--- src/shared/msh_pkg.sv ---
// constants and types for the modem status and host pin block
package msh_pkg;
  localparam logic [3:0] ADR_MSTAT  = 4'h0;
  localparam logic [3:0] ADR_MCTL   = 4'h1;
  localparam logic [3:0] ADR_ISTAT  = 4'h2;
  localparam logic [3:0] ADR_ICLR   = 4'h3;
  localparam logic [3:0] ADR_IEN    = 4'h4;
  localparam logic [3:0] ADR_DCS    = 4'h5;
  localparam logic [3:0] ADR_DEN    = 4'h6;
  localparam logic [3:0] ADR_ICR    = 4'h7;
  localparam logic [3:0] ADR_IRMODE = 4'h8;

  localparam int MCTL_DTR  = 0;
  localparam int MCTL_RTS  = 1;
  localparam int MCTL_LOOP = 4;
  localparam int MCTL_AFE  = 5;

  // modem input order; level at index+4, change at index
  localparam int MI_CTS = 0;
  localparam int MI_DSR = 1;
  localparam int MI_RI  = 2;
  localparam int MI_DCD = 3;

  localparam int EV_MODEM = 0;
  localparam int EV_DACK  = 1;
  localparam int NUM_EV   = 2;
  localparam int NUM_IRQ  = 11;
  localparam int NUM_DRQ  = 3;

  localparam logic [7:0] MCTL_RST  = 8'h00;
  localparam logic [3:0] ICR_RST   = 4'hF;
  localparam logic [1:0] DCS_RST   = 2'h0;
  localparam logic [3:0] PIN_N_RST = 4'hF;

  typedef enum logic [2:0] {
    IRM_SIR   = 3'b000,
    IRM_MIR   = 3'b001,
    IRM_FIR   = 3'b010,
    IRM_ASK   = 3'b011,
    IRM_TV    = 3'b100,
    IRM_UART  = 3'b101
  } msh_irmode_e;
endpackage

--- src/shared/msh_link_if.sv ---
// signals between the core and its modem and routing helpers
`timescale 1ns/1ns
interface msh_link_if;
  logic [3:0]  pin_n;
  logic [3:0]  lvl_n;
  logic [3:0]  chg;
  logic        irq_line;
  logic [3:0]  irq_sel;
  logic        dma_en;
  logic [1:0]  dma_ch;
  logic        dma_src;
  logic [2:0]  dack_n;
  logic [2:0]  drq;
  logic [10:0] irq;
  modport modem (input pin_n, output lvl_n, output chg);
  modport route (input irq_line, input irq_sel, input dma_en, input dma_ch,
                 input dma_src, input dack_n, output drq, output irq);
  modport core (output pin_n, input lvl_n, input chg, output irq_line,
                output irq_sel, output dma_en, output dma_ch, output dma_src,
                output dack_n, input drq, input irq);
endinterface

--- src/hdl/msh_modem_in.sv ---
// modem status inputs: level register and change detect
`timescale 1ns/1ns
module msh_modem_in
  import msh_pkg::*;
(
  input wire logic  clk_in,
  input wire logic  rst_in,
  msh_link_if.modem lnk
);
  typedef struct packed {
    logic [3:0] lvl_n;
    logic [3:0] chg;
  } msh_mod_s;

  msh_mod_s s_reg;
  msh_mod_s s_next;

  always_comb begin
    s_next       = s_reg;
    s_next.lvl_n = lnk.pin_n;
    for (int i = 0; i < 4; i++) begin
      if (i == MI_RI) begin
        s_next.chg[i] = lnk.pin_n[i] & ~s_reg.lvl_n[i]; // low to high only
      end else begin
        s_next.chg[i] = lnk.pin_n[i] ^ s_reg.lvl_n[i]; // any change
      end
    end
  end

  always_ff @(posedge clk_in) begin
    if (rst_in) begin
      s_reg <= {PIN_N_RST, 4'h0};
    end else begin
      s_reg <= s_next;
    end
  end

  assign lnk.lvl_n = s_reg.lvl_n;
  assign lnk.chg   = s_reg.chg;
endmodule // msh_modem_in

--- src/hdl/msh_host_route.sv ---
// routes the interrupt and dma request onto the selected host lines
`timescale 1ns/1ns
module msh_host_route
  import msh_pkg::*;
(
  input wire logic  clk_in,
  input wire logic  rst_in,
  msh_link_if.route lnk
);
  typedef struct packed {
    logic [NUM_DRQ-1:0] drq;
    logic [NUM_IRQ-1:0] irq;
  } msh_rt_s;

  msh_rt_s          s_reg;
  msh_rt_s          s_next;
  logic [1:0]       ch_idx;
  logic             ch_ok;

  always_comb begin
    s_next = s_reg;
    // channel codes 0, 1, 3 map to lines 0..2; code 2 selects none
    ch_idx = (lnk.dma_ch == 2'h3) ? 2'h2 : lnk.dma_ch;
    ch_ok  = (lnk.dma_ch != 2'h2);
    for (int i = 0; i < NUM_DRQ; i++) begin
      // drop the request while its own acknowledge is low
      s_next.drq[i] = lnk.dma_en & ch_ok & (ch_idx == i[1:0]) & lnk.dma_src
                      & lnk.dack_n[i];
    end
    for (int i = 0; i < NUM_IRQ; i++) begin
      s_next.irq[i] = lnk.irq_line & (lnk.irq_sel == i[3:0]);
    end
  end

  always_ff @(posedge clk_in) begin
    if (rst_in) begin
      s_reg <= '0;
    end else begin
      s_reg <= s_next;
    end
  end

  assign lnk.drq = s_reg.drq;
  assign lnk.irq = s_reg.irq;

  chk_drq_one_line: assert property (@(posedge clk_in) disable iff (rst_in)
    $onehot0(s_reg.drq)) else $error("more than one dma request");
  chk_irq_sel_line: assert property (@(posedge clk_in) disable iff (rst_in)
    (lnk.irq_line && lnk.irq_sel < 4'hB) |=> s_reg.irq[$past(lnk.irq_sel)])
    else $error("interrupt not on selected line");
endmodule // msh_host_route

--- src/hdl/msh_top.sv ---
// modem status, modem control and host pin logic of the serial controller
`timescale 1ns/1ns
module msh_top
  import msh_pkg::*;
(
  input  wire logic        MCLK_IN,
  input  wire logic        RST_IN,
  input  wire logic        CHIP_SEL_N_IN,
  input  wire logic [3:0]  ADDR_IN,
  input  wire logic        WR_STB_IN,
  input  wire logic        RD_STB_IN,
  input  wire logic [7:0]  DATA_IN,
  output logic      [7:0]  DATA_OUT,
  output logic             DATA_OE_OUT,
  input  wire logic        CTS_N_IN,
  input  wire logic        DSR_N_IN,
  input  wire logic        RI_N_IN,
  input  wire logic        DCD_N_IN,
  output logic             DTR_N_OUT,
  output logic             RTS_N_OUT,
  input  wire logic        RX_ABOVE_TRIG_IN,
  output logic             TX_ENABLE_OUT,
  input  wire logic        FAST_IR_RECEIVE_IN,
  input  wire logic        SLOW_IR_RECEIVE_IN,
  output logic             IR_RX_DATA_OUT,
  input  wire logic        DMA_SRC_REQ_IN,
  input  wire logic [2:0]  DACK_N_IN,
  output logic      [2:0]  DRQ_OUT,
  output logic      [10:0] IRQ_OUT
);
  typedef struct packed {
    logic [3:0]        delta;
    logic [7:0]        mctl;
    logic [NUM_EV-1:0] istat;
    logic [NUM_EV-1:0] ien;
    logic [1:0]        dcs;
    logic              dma_en;
    logic [3:0]        icr;
    msh_irmode_e       irmode;
    logic [7:0]        rdata;
    logic              rd_oe;
    logic              dtr_n;
    logic              rts_n;
    logic              tx_en;
    logic              ir_rx;
    logic              irq_line;
  } msh_core_s;

  localparam msh_core_s CORE_RST = '{
    delta: 4'h0, mctl: MCTL_RST, istat: '0, ien: '0, dcs: DCS_RST,
    dma_en: 1'b0, icr: ICR_RST, irmode: IRM_SIR, rdata: 8'h00,
    rd_oe: 1'b0, dtr_n: 1'b1, rts_n: 1'b1, tx_en: 1'b1, ir_rx: 1'b1,
    irq_line: 1'b0};

  msh_core_s  s_reg;
  msh_core_s  s_next;
  msh_link_if lnk ();

  logic              wr_hit;
  logic              rd_hit;
  logic [7:0]        mstat_now;
  logic [3:0]        ev_chg;
  logic [NUM_EV-1:0] ev_set;
  logic              loop_on;
  logic              afe_on;

  msh_modem_in u_modem (
    .clk_in (MCLK_IN),
    .rst_in (RST_IN),
    .lnk    (lnk.modem)
  );

  msh_host_route u_route (
    .clk_in (MCLK_IN),
    .rst_in (RST_IN),
    .lnk    (lnk.route)
  );

  assign lnk.pin_n[MI_CTS] = CTS_N_IN;
  assign lnk.pin_n[MI_DSR] = DSR_N_IN;
  assign lnk.pin_n[MI_RI]  = RI_N_IN;
  assign lnk.pin_n[MI_DCD] = DCD_N_IN;
  assign lnk.irq_line      = s_reg.irq_line;
  assign lnk.irq_sel       = s_reg.icr;
  assign lnk.dma_en        = s_reg.dma_en;
  assign lnk.dma_ch        = s_reg.dcs;
  assign lnk.dma_src       = DMA_SRC_REQ_IN;
  assign lnk.dack_n        = DACK_N_IN;

  always_comb begin
    s_next  = s_reg;
    // chip select gates both strobes; address lines pick the register
    wr_hit  = WR_STB_IN & ~CHIP_SEL_N_IN;
    rd_hit  = RD_STB_IN & ~CHIP_SEL_N_IN;
    loop_on = s_reg.mctl[MCTL_LOOP];
    afe_on  = s_reg.mctl[MCTL_AFE];
    // pins are active low, status shows the asserted state
    mstat_now = {~lnk.lvl_n, s_reg.delta};

    // change bits: a read clears them, a change in the same cycle still sets
    if (rd_hit && ADDR_IN == ADR_MSTAT) begin
      s_next.delta = 4'h0;
    end
    s_next.delta = s_next.delta | lnk.chg;

    // cts change is flow control, not an event, while automatic mode is on
    ev_chg         = lnk.chg;
    ev_chg[MI_CTS] = lnk.chg[MI_CTS] & ~afe_on;
    ev_set           = '0;
    ev_set[EV_MODEM] = |ev_chg;
    ev_set[EV_DACK]  = |(s_reg.dma_en ? ~DACK_N_IN : 3'h0);

    if (wr_hit) begin
      case (ADDR_IN)
        ADR_MCTL:   s_next.mctl   = DATA_IN;
        ADR_ICLR:   s_next.istat  = s_reg.istat & ~DATA_IN[NUM_EV-1:0];
        ADR_IEN:    s_next.ien    = DATA_IN[NUM_EV-1:0];
        ADR_DCS:    s_next.dcs    = DATA_IN[1:0];
        ADR_DEN:    s_next.dma_en = DATA_IN[0];
        ADR_ICR:    s_next.icr    = DATA_IN[3:0];
        ADR_IRMODE: s_next.irmode = msh_irmode_e'(DATA_IN[2:0]);
        default:    s_next.mctl   = s_reg.mctl;
      endcase
    end
    s_next.istat = s_next.istat | ev_set; // set wins over clear

    // read data only in the cycle after the strobe, bit 0 on data line 0
    s_next.rd_oe = rd_hit;
    s_next.rdata = 8'h00;
    if (rd_hit) begin
      case (ADDR_IN)
        ADR_MSTAT:  s_next.rdata = mstat_now;
        ADR_MCTL:   s_next.rdata = s_reg.mctl;
        ADR_ISTAT:  s_next.rdata = {6'h00, s_reg.istat};
        ADR_IEN:    s_next.rdata = {6'h00, s_reg.ien};
        ADR_DCS:    s_next.rdata = {6'h00, s_reg.dcs};
        ADR_DEN:    s_next.rdata = {7'h00, s_reg.dma_en};
        ADR_ICR:    s_next.rdata = {4'h0, s_reg.icr};
        ADR_IRMODE: s_next.rdata = {5'h00, s_reg.irmode};
        default:    s_next.rdata = 8'h00;
      endcase
    end

    s_next.dtr_n = ~(s_reg.mctl[MCTL_DTR] & ~loop_on);
    if (loop_on) begin
      s_next.rts_n = 1'b1;
    end else if (afe_on) begin
      // receiver threshold holds the far end off while data piles up
      s_next.rts_n = ~(s_reg.mctl[MCTL_RTS] & ~RX_ABOVE_TRIG_IN);
    end else begin
      s_next.rts_n = ~s_reg.mctl[MCTL_RTS];
    end
    s_next.tx_en = ~afe_on | ~CTS_N_IN;

    if (s_reg.irmode == IRM_MIR || s_reg.irmode == IRM_FIR) begin
      s_next.ir_rx = FAST_IR_RECEIVE_IN;
    end else begin
      s_next.ir_rx = SLOW_IR_RECEIVE_IN;
    end

    s_next.irq_line = |(s_reg.istat & s_reg.ien);
  end

  always_ff @(posedge MCLK_IN) begin
    if (RST_IN) begin
      s_reg <= CORE_RST;
    end else begin
      s_reg <= s_next;
    end
  end

  assign DATA_OUT       = s_reg.rdata;
  assign DATA_OE_OUT    = s_reg.rd_oe;
  assign DTR_N_OUT      = s_reg.dtr_n;
  assign RTS_N_OUT      = s_reg.rts_n;
  assign TX_ENABLE_OUT  = s_reg.tx_en;
  assign IR_RX_DATA_OUT = s_reg.ir_rx;
  assign DRQ_OUT        = lnk.drq;
  assign IRQ_OUT        = lnk.irq;

  chk_cts_change_bit: assert property (@(posedge MCLK_IN) disable iff (RST_IN)
    lnk.chg[MI_CTS] |=> s_reg.delta[MI_CTS])
    else $error("cts change not recorded");
  chk_cts_no_event: assert property (@(posedge MCLK_IN) disable iff (RST_IN)
    (afe_on && lnk.chg == 4'h1 && !s_reg.istat[EV_MODEM]
      && !(s_reg.dma_en && DACK_N_IN != 3'h7)) |=> !s_reg.istat[EV_MODEM])
    else $error("cts change raised event in auto mode");
  chk_tx_gate_cts: assert property (@(posedge MCLK_IN) disable iff (RST_IN)
    (afe_on && CTS_N_IN) |=> !TX_ENABLE_OUT)
    else $error("transmitter not gated by cts");
  chk_dsr_irq_line: assert property (@(posedge MCLK_IN) disable iff (RST_IN)
    (lnk.chg[MI_DSR] && s_reg.ien[EV_MODEM] && !(wr_hit && ADDR_IN == ADR_IEN))
      |-> ##2 s_reg.irq_line)
    else $error("dsr change gave no interrupt");
  chk_dtr_active: assert property (@(posedge MCLK_IN) disable iff (RST_IN)
    (s_reg.mctl[MCTL_DTR] && !loop_on) |=> !DTR_N_OUT)
    else $error("dtr not driven low");
  chk_dtr_loop_high: assert property (@(posedge MCLK_IN) disable iff (RST_IN)
    (loop_on || !s_reg.mctl[MCTL_DTR]) |=> DTR_N_OUT)
    else $error("dtr low in loopback or when clear");
  chk_read_one_cycle: assert property (@(posedge MCLK_IN) disable iff (RST_IN)
    rd_hit |=> DATA_OE_OUT ##1 (DATA_OE_OUT == $past(rd_hit)))
    else $error("read data not one cycle after strobe");
  chk_slow_rx_used: assert property (@(posedge MCLK_IN) disable iff (RST_IN)
    (s_reg.irmode != IRM_MIR && s_reg.irmode != IRM_FIR)
      |=> IR_RX_DATA_OUT == $past(SLOW_IR_RECEIVE_IN))
    else $error("fast receive used in slow mode");
  chk_rts_manual: assert property (@(posedge MCLK_IN) disable iff (RST_IN)
    (!loop_on && !afe_on) |=> RTS_N_OUT == !$past(s_reg.mctl[MCTL_RTS]))
    else $error("rts does not follow its bit");
  chk_delta_read_clr: assert property (@(posedge MCLK_IN) disable iff (RST_IN)
    (rd_hit && ADDR_IN == ADR_MSTAT && lnk.chg == 4'h0) |=> s_reg.delta == 4'h0)
    else $error("change bits not cleared by read");
endmodule // msh_top

--- config.mk ---
export PLATFORM = sky130hd
export DESIGN_NAME = msh_top
export DESIGN_NICKNAME = d
export VERILOG_FILES = /design/src/shared/msh_pkg.sv /design/src/shared/msh_link_if.sv /design/src/hdl/msh_modem_in.sv /design/src/hdl/msh_host_route.sv /design/src/hdl/msh_top.sv
export SDC_FILE = /design/constraint.sdc
export NUM_CORES = 1
export LEC_CHECK = 0
export BUFFER_PORTS_ARGS = -buffer_cell sky130_fd_sc_hd__buf_2
export CORE_MARGIN = 1.5
export CORE_UTILIZATION = 50
export CTS_CLUSTER_SIZE = 30
export DETAILED_ROUTE_END_ITERATION = 10
export GPL_ROUTABILITY_DRIVEN = 0
export PLACE_DENSITY = 0.81
export SLEW_MARGIN = 20
export SYNTH_ARGS = -nofsm -noshare
export SYNTH_HDL_FRONTEND = slang
export SYNTH_SLANG_ARGS = --single-unit
--- constraint.sdc ---
create_clock -name MCLK_IN -period 1.9 [get_ports MCLK_IN]
set_clock_uncertainty 0.1 [all_clocks]
set_input_delay 0.095 -clock MCLK_IN [delete_from_list [all_inputs] [get_ports MCLK_IN]]
set_output_delay 0.095 -clock MCLK_IN [all_outputs]
set_load 0.05 [all_outputs]
==> results of run 1 <==
[routing by layer]
metal	global-route usage [%]	vias up
met5	0	-
met4	10.69	0
met3	8.056	16
met2	33.64	85
met1	28.20	1000
li1	-	1043
[synth_stat cells (3+ instances only)]
cell type / instances / share of area [%]
nor4_1: 3 / 0.78
nand3b_1: 7 / 2.2
clkbuf_1: 6 / 0.93
xnor2_1: 4 / 1.4
dfxtp_1: 62 / 51
nand2b_1: 3 / 0.78
mux2i_1: 5 / 2.1
nand3_1: 17 / 3.5
a21oi_1: 26 / 5.4
nor2b_1: 7 / 1.8
a211o_1: 4 / 1.4
inv_1: 3 / 0.47
o21ai_0: 3 / 0.62
or2_2: 4 / 1.0
buf_2: 4 / 0.83
nor2_1: 28 / 4.3
nor3b_1: 3 / 0.93
buf_4: 10 / 3.1
a2bb2oi_1: 4 / 1.4
nand2_1: 28 / 4.3
nor3_1: 4 / 0.83
[cell families after synthesis]
| kind of cell | synth area share, % |
|---|---|
| DFF | 51.35 |
| xor gates and xnor gates | 1.449 |
| and+or+nand+nor | 26.92 |
| muxes | 2.536 |
| buffers and inverters | 5.797 |
| AOI/OAI and AO/OA | 11.96 |
[layout make-up]
type                            instances  share of cell area [%]
Clock buffer                           11                   4.627
Clock inverter                          5                   1.147
Inverter                                3                  0.3686
Multi-Input combinational cell        176                   33.91
Sequential cell                        62                   40.62
Tap cell                               54                   2.211
Timing Repair Buffer                   80                   17.12
[stage by stage]
stage	hold slack, ns	utilization, %
floorplan	0.07888	-
global placement	0.1958	56.45
detailed placement	0.2064	56.45
CTS	0.1066	65.12
global route	0.1449	65.12
finish	0.1290	65.12
[final timing paths]
kind,start,end,slack (ns),cells past startpoint
worst max-delay path,CHIP_SEL_N_IN,lnk.irq_sel[1]$_SDFFE_PP1P_,0.14,6
worst max register to register,lnk.dma_en$_SDFFE_PP0P_,u_route.lnk.drq[0]$_SDFF_PP0_,0.33,3
worst min register to register,s_reg[28]$_SDFFE_PP0P_,DTR_N_OUT$_SDFF_PP1_,0.31,1
worst min-delay path,ADDR_IN[2],DATA_OUT[0]$_SDFF_PP0_,0.13,3
[worst max-delay path, cell delays in order]
cell           delay, ns
dlygate4sd3_1       0.53
buf_2               0.14
and4bb_4            0.38
and3_1              0.35
nor2b_1             0.10
a211o_1             0.28
[where the power goes]
group / switching, mW / internal, mW / leakage, nW / total, mW
combinational: 0.108 / 0.0970 / 0.630 / 0.205
clock: 0.525 / 0.506 / 0.0776 / 1.03
sequential: 0.0177 / 1.32 / 0.504 / 1.34
total: 0.651 / 1.93 / 1.21 / 2.58
[layout by cell type, fill, tap and decap left out, drive strengths merged, types with 4 or more instances in the layout]
cell         count
a2bb2oi          4
or2              4
a211o            4
clkbuf          11
clkinvlp         4
mux2i            5
nor2b            7
dfxtp           62
xnor2            4
nand3           17
dlygate4sd3     23
nor4b            4
buf             57
nand2           28
a21oi           26
nor3             4
nor2            28
nand3b           7
==> results_dict.tcl, run 1 <==
set metrics [dict create \
    stdcell_count 391 \
    wl_met3_um 402 \
    drive_gt1_share_pct 24.33 \
    vias_per_cell 5.483 \
    dieArea_um2 5261 \
    p_leak_nw 1.211 \
    post_cts_buffers 0 \
    status "finished, final reports clean" \
    drcViolationCount 0 \
    rsz0062_at_grt "no" \
    drt_first_pass_iters 4 \
    port_buffers 54 \
    cts_tree "done" \
    yosysSeqAreaShare_pct 51.35 \
    largest_reg_flops 13 \
    dr_total_vias 2144 \
    core-area_um2 4692 \
    cts_made_buffers 9 \
    synth_ff_type "dfxtp_1" \
    wirelength_met1_um 2397 \
    max_freq_mhz 567.4 \
    worst_slack_ns 0.1376 \
    synthCells 262 \
    clock_path_buffers 2 \
    grt_pass1_vias 1947 \
    nNetsFinal 360 \
    fin_crit_ns 1.762 \
    cts_sinks 62 \
    die_h_um 72.53 \
    wl_met2_um 2622 \
    path_clk_slew_ns 0.07 \
    num_antenna_cells 0 \
    ios 55 \
    routed.top_layer "met4" \
    setup_viol 0 \
    multi_input_area_um2 1036 \
    grt_pass1_wl_um 8866 \
    async_reset_ff_share_pct 0 \
    critPathKind "in -> reg" \
    ir_drop_mv 0.5488 \
    power_density_nw_per_um2 843.9 \
    track_usage_pct 22.26 \
    cts-root-buf "clkbuf_8" \
    endpoint_kind "register" \
    synth.distinct_cells 40 \
    critPathLaunchType "input port" \
    rows 25 \
    detail_route.wirelength_um 5565 \
    finalPower_mw 2.579 \
    synth.net_count 290 \
    pre_cts_ws_ns 0.2813 \
    tightest_slew_ns 0.6031 \
    postCtsResizedCells 0 \
    h-tree-depth 3 \
    ant_nets 0 \
    drv_cap 0 \
    nFillCells 389 \
    seq_area_um2 1241 \
    wl_per_cell_um 14.23 \
    timing.setup.tns_ns 0 \
    finalHoldViolations 0 \
    required_ns 2.02 \
    cts_hold_buf 23 \
    grt_max_degree 39 \
    syn_area_um2 2417 \
    clk_latency_ns 0.34 \
    drtIter0Drc 287 \
    maxSlewHeadroom_pct 59.71 \
    antenna_found_initial 0 \
    crit_fanout 8 \
    arrival_ns 1.89 \
    ys_seq_elements 62 \
    grt_overflow_total 0 \
    area_delta_synth_final_pct 26.40 \
    die_w_um 72.53 \
    synth_edf_count 0 \
    initial_utilization_pct 51.52 \
    placed_cells 352 \
    hpwl_um 3537 \
    dpl_cell_area_um2 2649 \
    hp-class "in -> reg" \
    synth_area_per_cell_um2 9.226 \
    synth_warnings 0 \
    final_area_um2 3055 \
    maxSlewViolCount 0 \
    fin_crit_sh_pct 92.76 \
]
(Power assumes the default switching activity.)
==> run 2, diff against run 1 <==
ABC_AREA = 1   (was not set)
==> run 2 against run 1 <==
  * Synthesized area fell by 1.1%
  * Critical path depth unchanged
  * Clock power about the same
  * Critical path type is now reg -> reg
  * Routed wire length is 7.7% lower
  * Global-route usage shrank 0.37 points
  * Largest cell class unchanged
  * Via count down 0.56%
  * First-iteration DRC count is 62% lower
  * Count of clock-buffer cells in the layout grew 2
  * Sequential cell count is the same
==> results_dict.tcl, run 2 <==
set metrics [dict create \
    synthTopCellsByCount "dfxtp_1 (62), nor2_1 (40), nand2_1 (39), nand3_1 (27)" \
    pwr-share-seq_pct 51.8 \
    synth_top_family_by_area "simple AND/OR/NAND/NOR gates" \
    grt_max_degree 23 \
    h-tree-depth 3 \
    p_sw_uw 608.1 \
    maxSlewHeadroom_pct 73.99 \
    power_frac_clock_pct 40.5 \
    critPathLaunchType "register" \
    initial_utilization_pct 53.41 \
    max_freq_mhz 633.2 \
    synth.distinct_cells 26 \
    final_cell_mix "dfxtp_1 (62), buf_2 (54), nor2_1 (40)" \
    nNetsFinal 397 \
    die_h_um 72.14 \
    antenna_found_initial 0 \
    synth.net_count 322 \
    tightest_slew_ns 0.3897 \
    detail_route.wirelength_um 5134 \
    drv_cap 0 \
    post_cts_buffers 0 \
    drive_gt1_share_pct 24.60 \
    die_w_um 72.14 \
    cts_sinks 62 \
    fin_crit_ns 1.579 \
    port_buffers 54 \
    fin_crit_sh_pct 83.12 \
    cts_tree "done" \
    synth_ff_type "dfxtp_1" \
    rows 24 \
    track_usage_pct 21.89 \
    area_delta_synth_final_pct 27.80 \
    syn_area_um2 2390 \
    dr_total_vias 2132 \
    clk_latency_ns 0.34 \
    netlist.area_leader.share_pct 51.94 \
    timing.setup.tns_ns 0 \
    yosys-top-cells-area "dfxtp_1 (52%), nor2_1 (6.3%), nand2_1 (6.1%), nand3_1 (5.7%), a21oi_1 (5.4%)" \
    ios 55 \
    synth_edf_count 0 \
    wl_per_cell_um 12.05 \
    power_frac_comb_pct 7.7 \
    cts-root-buf "clkbuf_8" \
    grt_pass1_vias 1924 \
    synth_area_per_cell_um2 8.129 \
    async_reset_ff_share_pct 0 \
    drtIter0Drc 110 \
    dpl_cell_area_um2 2658 \
    synth_most_common_cell "dfxtp_1" \
    path_clk_slew_ns 0.07 \
    synth_warnings 0 \
    synthCells 294 \
    arrival_ns 1.71 \
    critPathKind "reg -> reg" \
    synth_compound_area_share_pct 11.31 \
    cts_made_buffers 9 \
    drt_first_pass_iters 5 \
    grt_overflow_total 0 \
    endpoint_kind "register" \
    crit_fanout 3 \
    finalHoldViolations 0 \
    largest_reg_flops 13 \
    synth_fa_ha_area_share_pct 0 \
    ir_drop_mv 0.6861 \
    synthXorXnorAreaFrac_pct 1.099 \
    grt_pass1_wl_um 8514 \
    dieArea_um2 5203 \
    required_ns 2.03 \
    maxSlewViolCount 0 \
    power_density_nw_per_um2 849.9 \
    status "finished, final reports clean" \
    final_area_um2 3054 \
    setup_viol 0 \
    rsz0062_at_grt "no" \
    ant_nets 0 \
    core-area_um2 4474 \
    ys_seq_elements 62 \
    p_leak_nw 1.414 \
    vias_per_cell 5.005 \
    hpwl_um 3671 \
    final_common_cell "dfxtp_1" \
    hp-class "in -> reg" \
    yosysSeqAreaShare_pct 51.94 \
    drcViolationCount 0 \
    netSwitchingFraction_pct 23.43 \
    num_antenna_cells 0 \
    synthMuxAreaShare_pct 0 \
    synth.largest_area_cell "dfxtp_1" \
    internal_power_mw 1.988 \
    synthSimpleGateAreaFrac_pct 27.49 \
    clock_path_buffers 2 \
]
## run 2: cell types whose count changed after synthesis, moves of 10 or more
| cell | change |
|---|---|
| nand3_1 | +10 |
| inv_1 | +23 |
| o21ai_0 | +12 |
| nor2_1 | +12 |
| nand2_1 | +11 |
## run 2: worst paths after layout
check	slack, ns	end	cells past startpoint	from
max	0.32	IR_RX_DATA_OUT$_SDFF_PP1_	6	s_reg[14]$_SDFFE_PP0P_
min	0.05	u_modem.lnk.chg[3]$_SDFF_PP0_	2	RST_IN
max reg2reg	0.32	IR_RX_DATA_OUT$_SDFF_PP1_	6	s_reg[14]$_SDFFE_PP0P_
min reg2reg	0.32	u_modem.lnk.chg[2]$_SDFF_PP0_	1	u_modem.lnk.lvl_n[2]$_SDFF_PP1_
## run 2: layer usage
layer  wire [um]  track usage [%]  vias up
li1            -                -     1099
met1        2215            26.88      946
met2        2501            34.05       78
met3         329            5.972        9
met4          88            13.84        0
met5           0                0        -
## run 2: critical path, stage by stage, from the launching register on
cell	delay (ns)
dfxtp_1	0.35
inv_1	0.06
o21ai_0	0.23
nor2_1	0.07
nand2_1	0.06
nand3_1	0.06
dlygate4sd3_1	0.55
## run 2: repair_timing
item,4_1_cts,5_1_grt
endpoints found under the setup margin,0,0
resized for setup,0,0
hold endpoints to repair,26,0
hold buffers,21,0
## run 2: cell families (layout without fill, tap and decap cells)
group                  after synthesis  count (layout)
AO/OA/AOI/OAI                       52              52
XOR/XNOR                             3               3
buffers and inverters               44             124
flip-flops                          62              62
AND/OR/NAND/NOR                    133             133
## run 2: cell type report
cell class,instances,area [um2]
clock inverters,3,17.52
fillers,375,1420
flip-flops and latches,62,1241
multi-input cells,188,953.4
inverters,32,120.1
clock buffers,13,168.9
well taps,52,65.06
repair buffers,76,488.0
## run 2: stage by stage
| stage | hold slack (ns) | util (%) | setup WS (ns) | power [mW] | cells |
|---|---|---|---|---|---|
| after floorplan | 0.08181 | - | 0.9150 | 1.476 | 294 |
| after global placement | 0.1983 | 59.40 | 0.6659 | 1.540 | 389 |
| after detailed placement | 0.1984 | 59.40 | 0.6187 | 1.544 | 389 |
| after CTS | 0.04201 | 68.26 | 0.3454 | 2.610 | 426 |
| after global routing | 0.05909 | 68.26 | 0.1922 | 2.699 | 426 |
| final | 0.04930 | 68.26 | 0.3206 | 2.596 | 426 |
## run 2: power by group through the flow
| stage | clock, mW | combinational [mW] | sequential, mW |
|---|---|---|---|
| floorplan | 0 | 0.0993 | 1.38 |
| global placement | 0 | 0.168 | 1.37 |
| detailed placement | 0 | 0.171 | 1.37 |
| CTS | 1.07 | 0.200 | 1.34 |
| global route | 1.13 | 0.222 | 1.35 |
| finish | 1.05 | 0.201 | 1.34 |
==> run 3, diff against run 2 <==
CORE_UTILIZATION = 47   (was 50)
PLACE_DENSITY = 0.8   (was 0.81)
clock period = 1.3 ns   (was 1.9 ns; I/O delays follow)
==> run 3 against run 2 <==
  * Cell area grew 2.2%
  * Critical path type is now in -> reg
  * Worst hold slack improved by 0.0056 ns
  * Worst setup slack got worse by 0.23 ns
  * Power grew 53%
  * Sequential share of layout area decreased by 0.88 points
  * First-iteration DRC count is 64% higher
==> results_dict.tcl, run 3 (synthesized netlist as in run 2, its figures left out) <==
set metrics [dict create \
    h-tree-depth 3 \
    setup_viol 0 \
    drv_cap 0 \
    final_cell_mix "dfxtp_1 (62), buf_2 (54), nand2_1 (39), nor2_1 (39), nand3_1 (27)" \
    maxSlewViolCount 0 \
    drt_first_pass_iters 4 \
    rr_worst_depth 5 \
    path_common_cell "nand3_1" \
    grt_max_degree 15 \
    fin_crit_sh_pct 92.75 \
    critical_path.top_delay_family "buffers and inverters" \
    critPathKind "in -> reg" \
    ant_nets 0 \
    min_from "ADDR_IN[0]" \
    maxSlewHeadroom_pct 75.87 \
    tightest_slew_ns 0.3616 \
    post_cts_buffers 0 \
    grt_pass1_wl_um 9087 \
    dr_total_vias 2191 \
    port_buffers 54 \
    grt_pass1_vias 2012 \
    cts-root-buf "clkbuf_8" \
    finalHoldViolations 0 \
    critPathLaunchType "input port" \
    worst_path_largest_cell_delay_ns 0.52 \
    num_antenna_cells 0 \
    grt_busiest_layer "met2" \
    hpwl_um 3628 \
    area_delta_synth_final_pct 30.63 \
    final_common_cell "dfxtp_1" \
    nNetsFinal 401 \
    endpoint_kind "register" \
    cts_made_buffers 9 \
    die_h_um 74.31 \
    pre_cts_ws_ns 0.06556 \
    rsz0062_at_grt "no" \
    hold_slack_ns 0.05493 \
    fin_crit_ns 1.206 \
    power_density_nw_per_um2 1271 \
    wl_per_cell_um 12.31 \
    drcViolationCount 0 \
    largest_reg_flops 13 \
    worst_slack_ns 0.09419 \
    min_to "lnk.dma_en$_SDFFE_PP0P_" \
    use_met2_pct 35.42 \
    regToRegStartpoint "s_reg[14]$_SDFFE_PP0P_" \
    status "finished, final reports clean" \
    detail_route.wirelength_um 5477 \
    die_w_um 74.31 \
    initial_utilization_pct 49.61 \
    min_path_cells 4 \
    timing.setup.tns_ns 0 \
    cts_sinks 62 \
    crit_fanout 8 \
    grt_overflow_total 0 \
    track_usage_pct 22.62 \
    p_leak_nw 1.434 \
    rows 25 \
    dieArea_um2 5521 \
    antenna_found_initial 0 \
    clk_latency_ns 0.34 \
    vias_per_cell 4.924 \
    cp_slowest_cell "dlygate4sd3_1" \
    r2r-end "IR_RX_DATA_OUT$_SDFF_PP1_" \
    drtIter0Drc 180 \
    cp_num_buf_inv 4 \
    crit_chain "dlygate4sd3_1 > buf_2 > inv_2 > nand3_1 > inv_1 > nand3_1 > a21oi_1" \
    hp-class "in -> reg" \
    core-area_um2 4817 \
    ir_drop_mv 0.9519 \
    max_freq_mhz 829.3 \
    clock_path_buffers 2 \
    grtUsageMet3_pct 5.420 \
    arrival_ns 1.36 \
    required_ns 1.46 \
    drive_gt1_share_pct 25.66 \
    cts_tree "done" \
    path_clk_slew_ns 0.07 \
    met1_usage_pct 28.53 \
    ios 55 \
    fin_util_pct 64.81 \
    r2r_setup_slack_ns 0.27 \
]
-- run 3: cell count changes in the layout (fill, tap and decap cells not counted), sizes merged --
| cell | previous run | this run |
|---|---|---|
| buf | 55 | 58 |
| bufinv | 0 | 1 |
| clkbuf | 13 | 12 |
| clkinv | 2 | 3 |
| clkinvlp | 1 | 0 |
| dlygate4sd3 | 21 | 22 |
-- run 3: cell type report --
cell class | count | area, um2
clock buffer | 12 | 155.1
tap | 67 | 83.83
clock inverter | 4 | 45.04
multi-input combinational | 188 | 955.9
timing repair buffer | 80 | 520.5
inverter | 32 | 120.1
fill | 436 | 1695
sequential | 62 | 1241
-- run 3: per-stage QoR --
stage	power (mW)	area (um2)	cells
after floorplan	2.157	2390	294
after global placement	2.260	2699	407
after detailed placement	2.264	2699	407
after CTS	3.976	3119	445
after global routing	4.109	3122	445
final	3.968	3122	445
-- run 3: worst max-delay path by stage --
stage | cells past startpoint | to | from | slack (ns)
6_report | 7 | DATA_OUT[4]$_SDFF_PP0_ | RST_IN | 0.09
5_1_grt | 6 | u_route.lnk.irq[6]$_SDFF_PP0_ | RST_IN | 0.003
4_1_cts | 7 | DATA_OUT[4]$_SDFF_PP0_ | RST_IN | 0.05
3_5_place_dp | 7 | lnk.dma_ch[1]$_SDFFE_PP0P_ | CHIP_SEL_N_IN | 0.07
3_3_place_gp | 7 | lnk.dma_ch[1]$_SDFFE_PP0P_ | CHIP_SEL_N_IN | 0.09
2_1_floorplan | 6 | s_reg[24]$_SDFFE_PP0P_ | CHIP_SEL_N_IN | 0.35
-- run 3: timing repair --
action,in CTS,in global routing
hold endpoints to repair,30,0
endpoints found under the setup margin,0,12
resized for setup,0,2
hold buffers,22,0
-- run 3: power by group --
part | internal [mW] | switching (mW)
Sequential | 1.94 | 0.0228
Clock | 0.980 | 0.710
Combinational | 0.136 | 0.179
Total | 3.06 | 0.911
-- run 3: tightest hold or removal path, stage by stage --
cell and delay (ns):
buf_2 0.12, nor2_1 0.09, nand3_1 0.11, a21oi_1 0.07
-- run 3: routing by layer --
metal / wire (um) / up-vias / part of all wire (%)
met5: 0 / - / 0
li1: - / 1101 / -
met4: 116 / 0 / 2.1
met3: 335 / 13 / 6.1
met1: 2432 / 996 / 44
met2: 2591 / 81 / 47
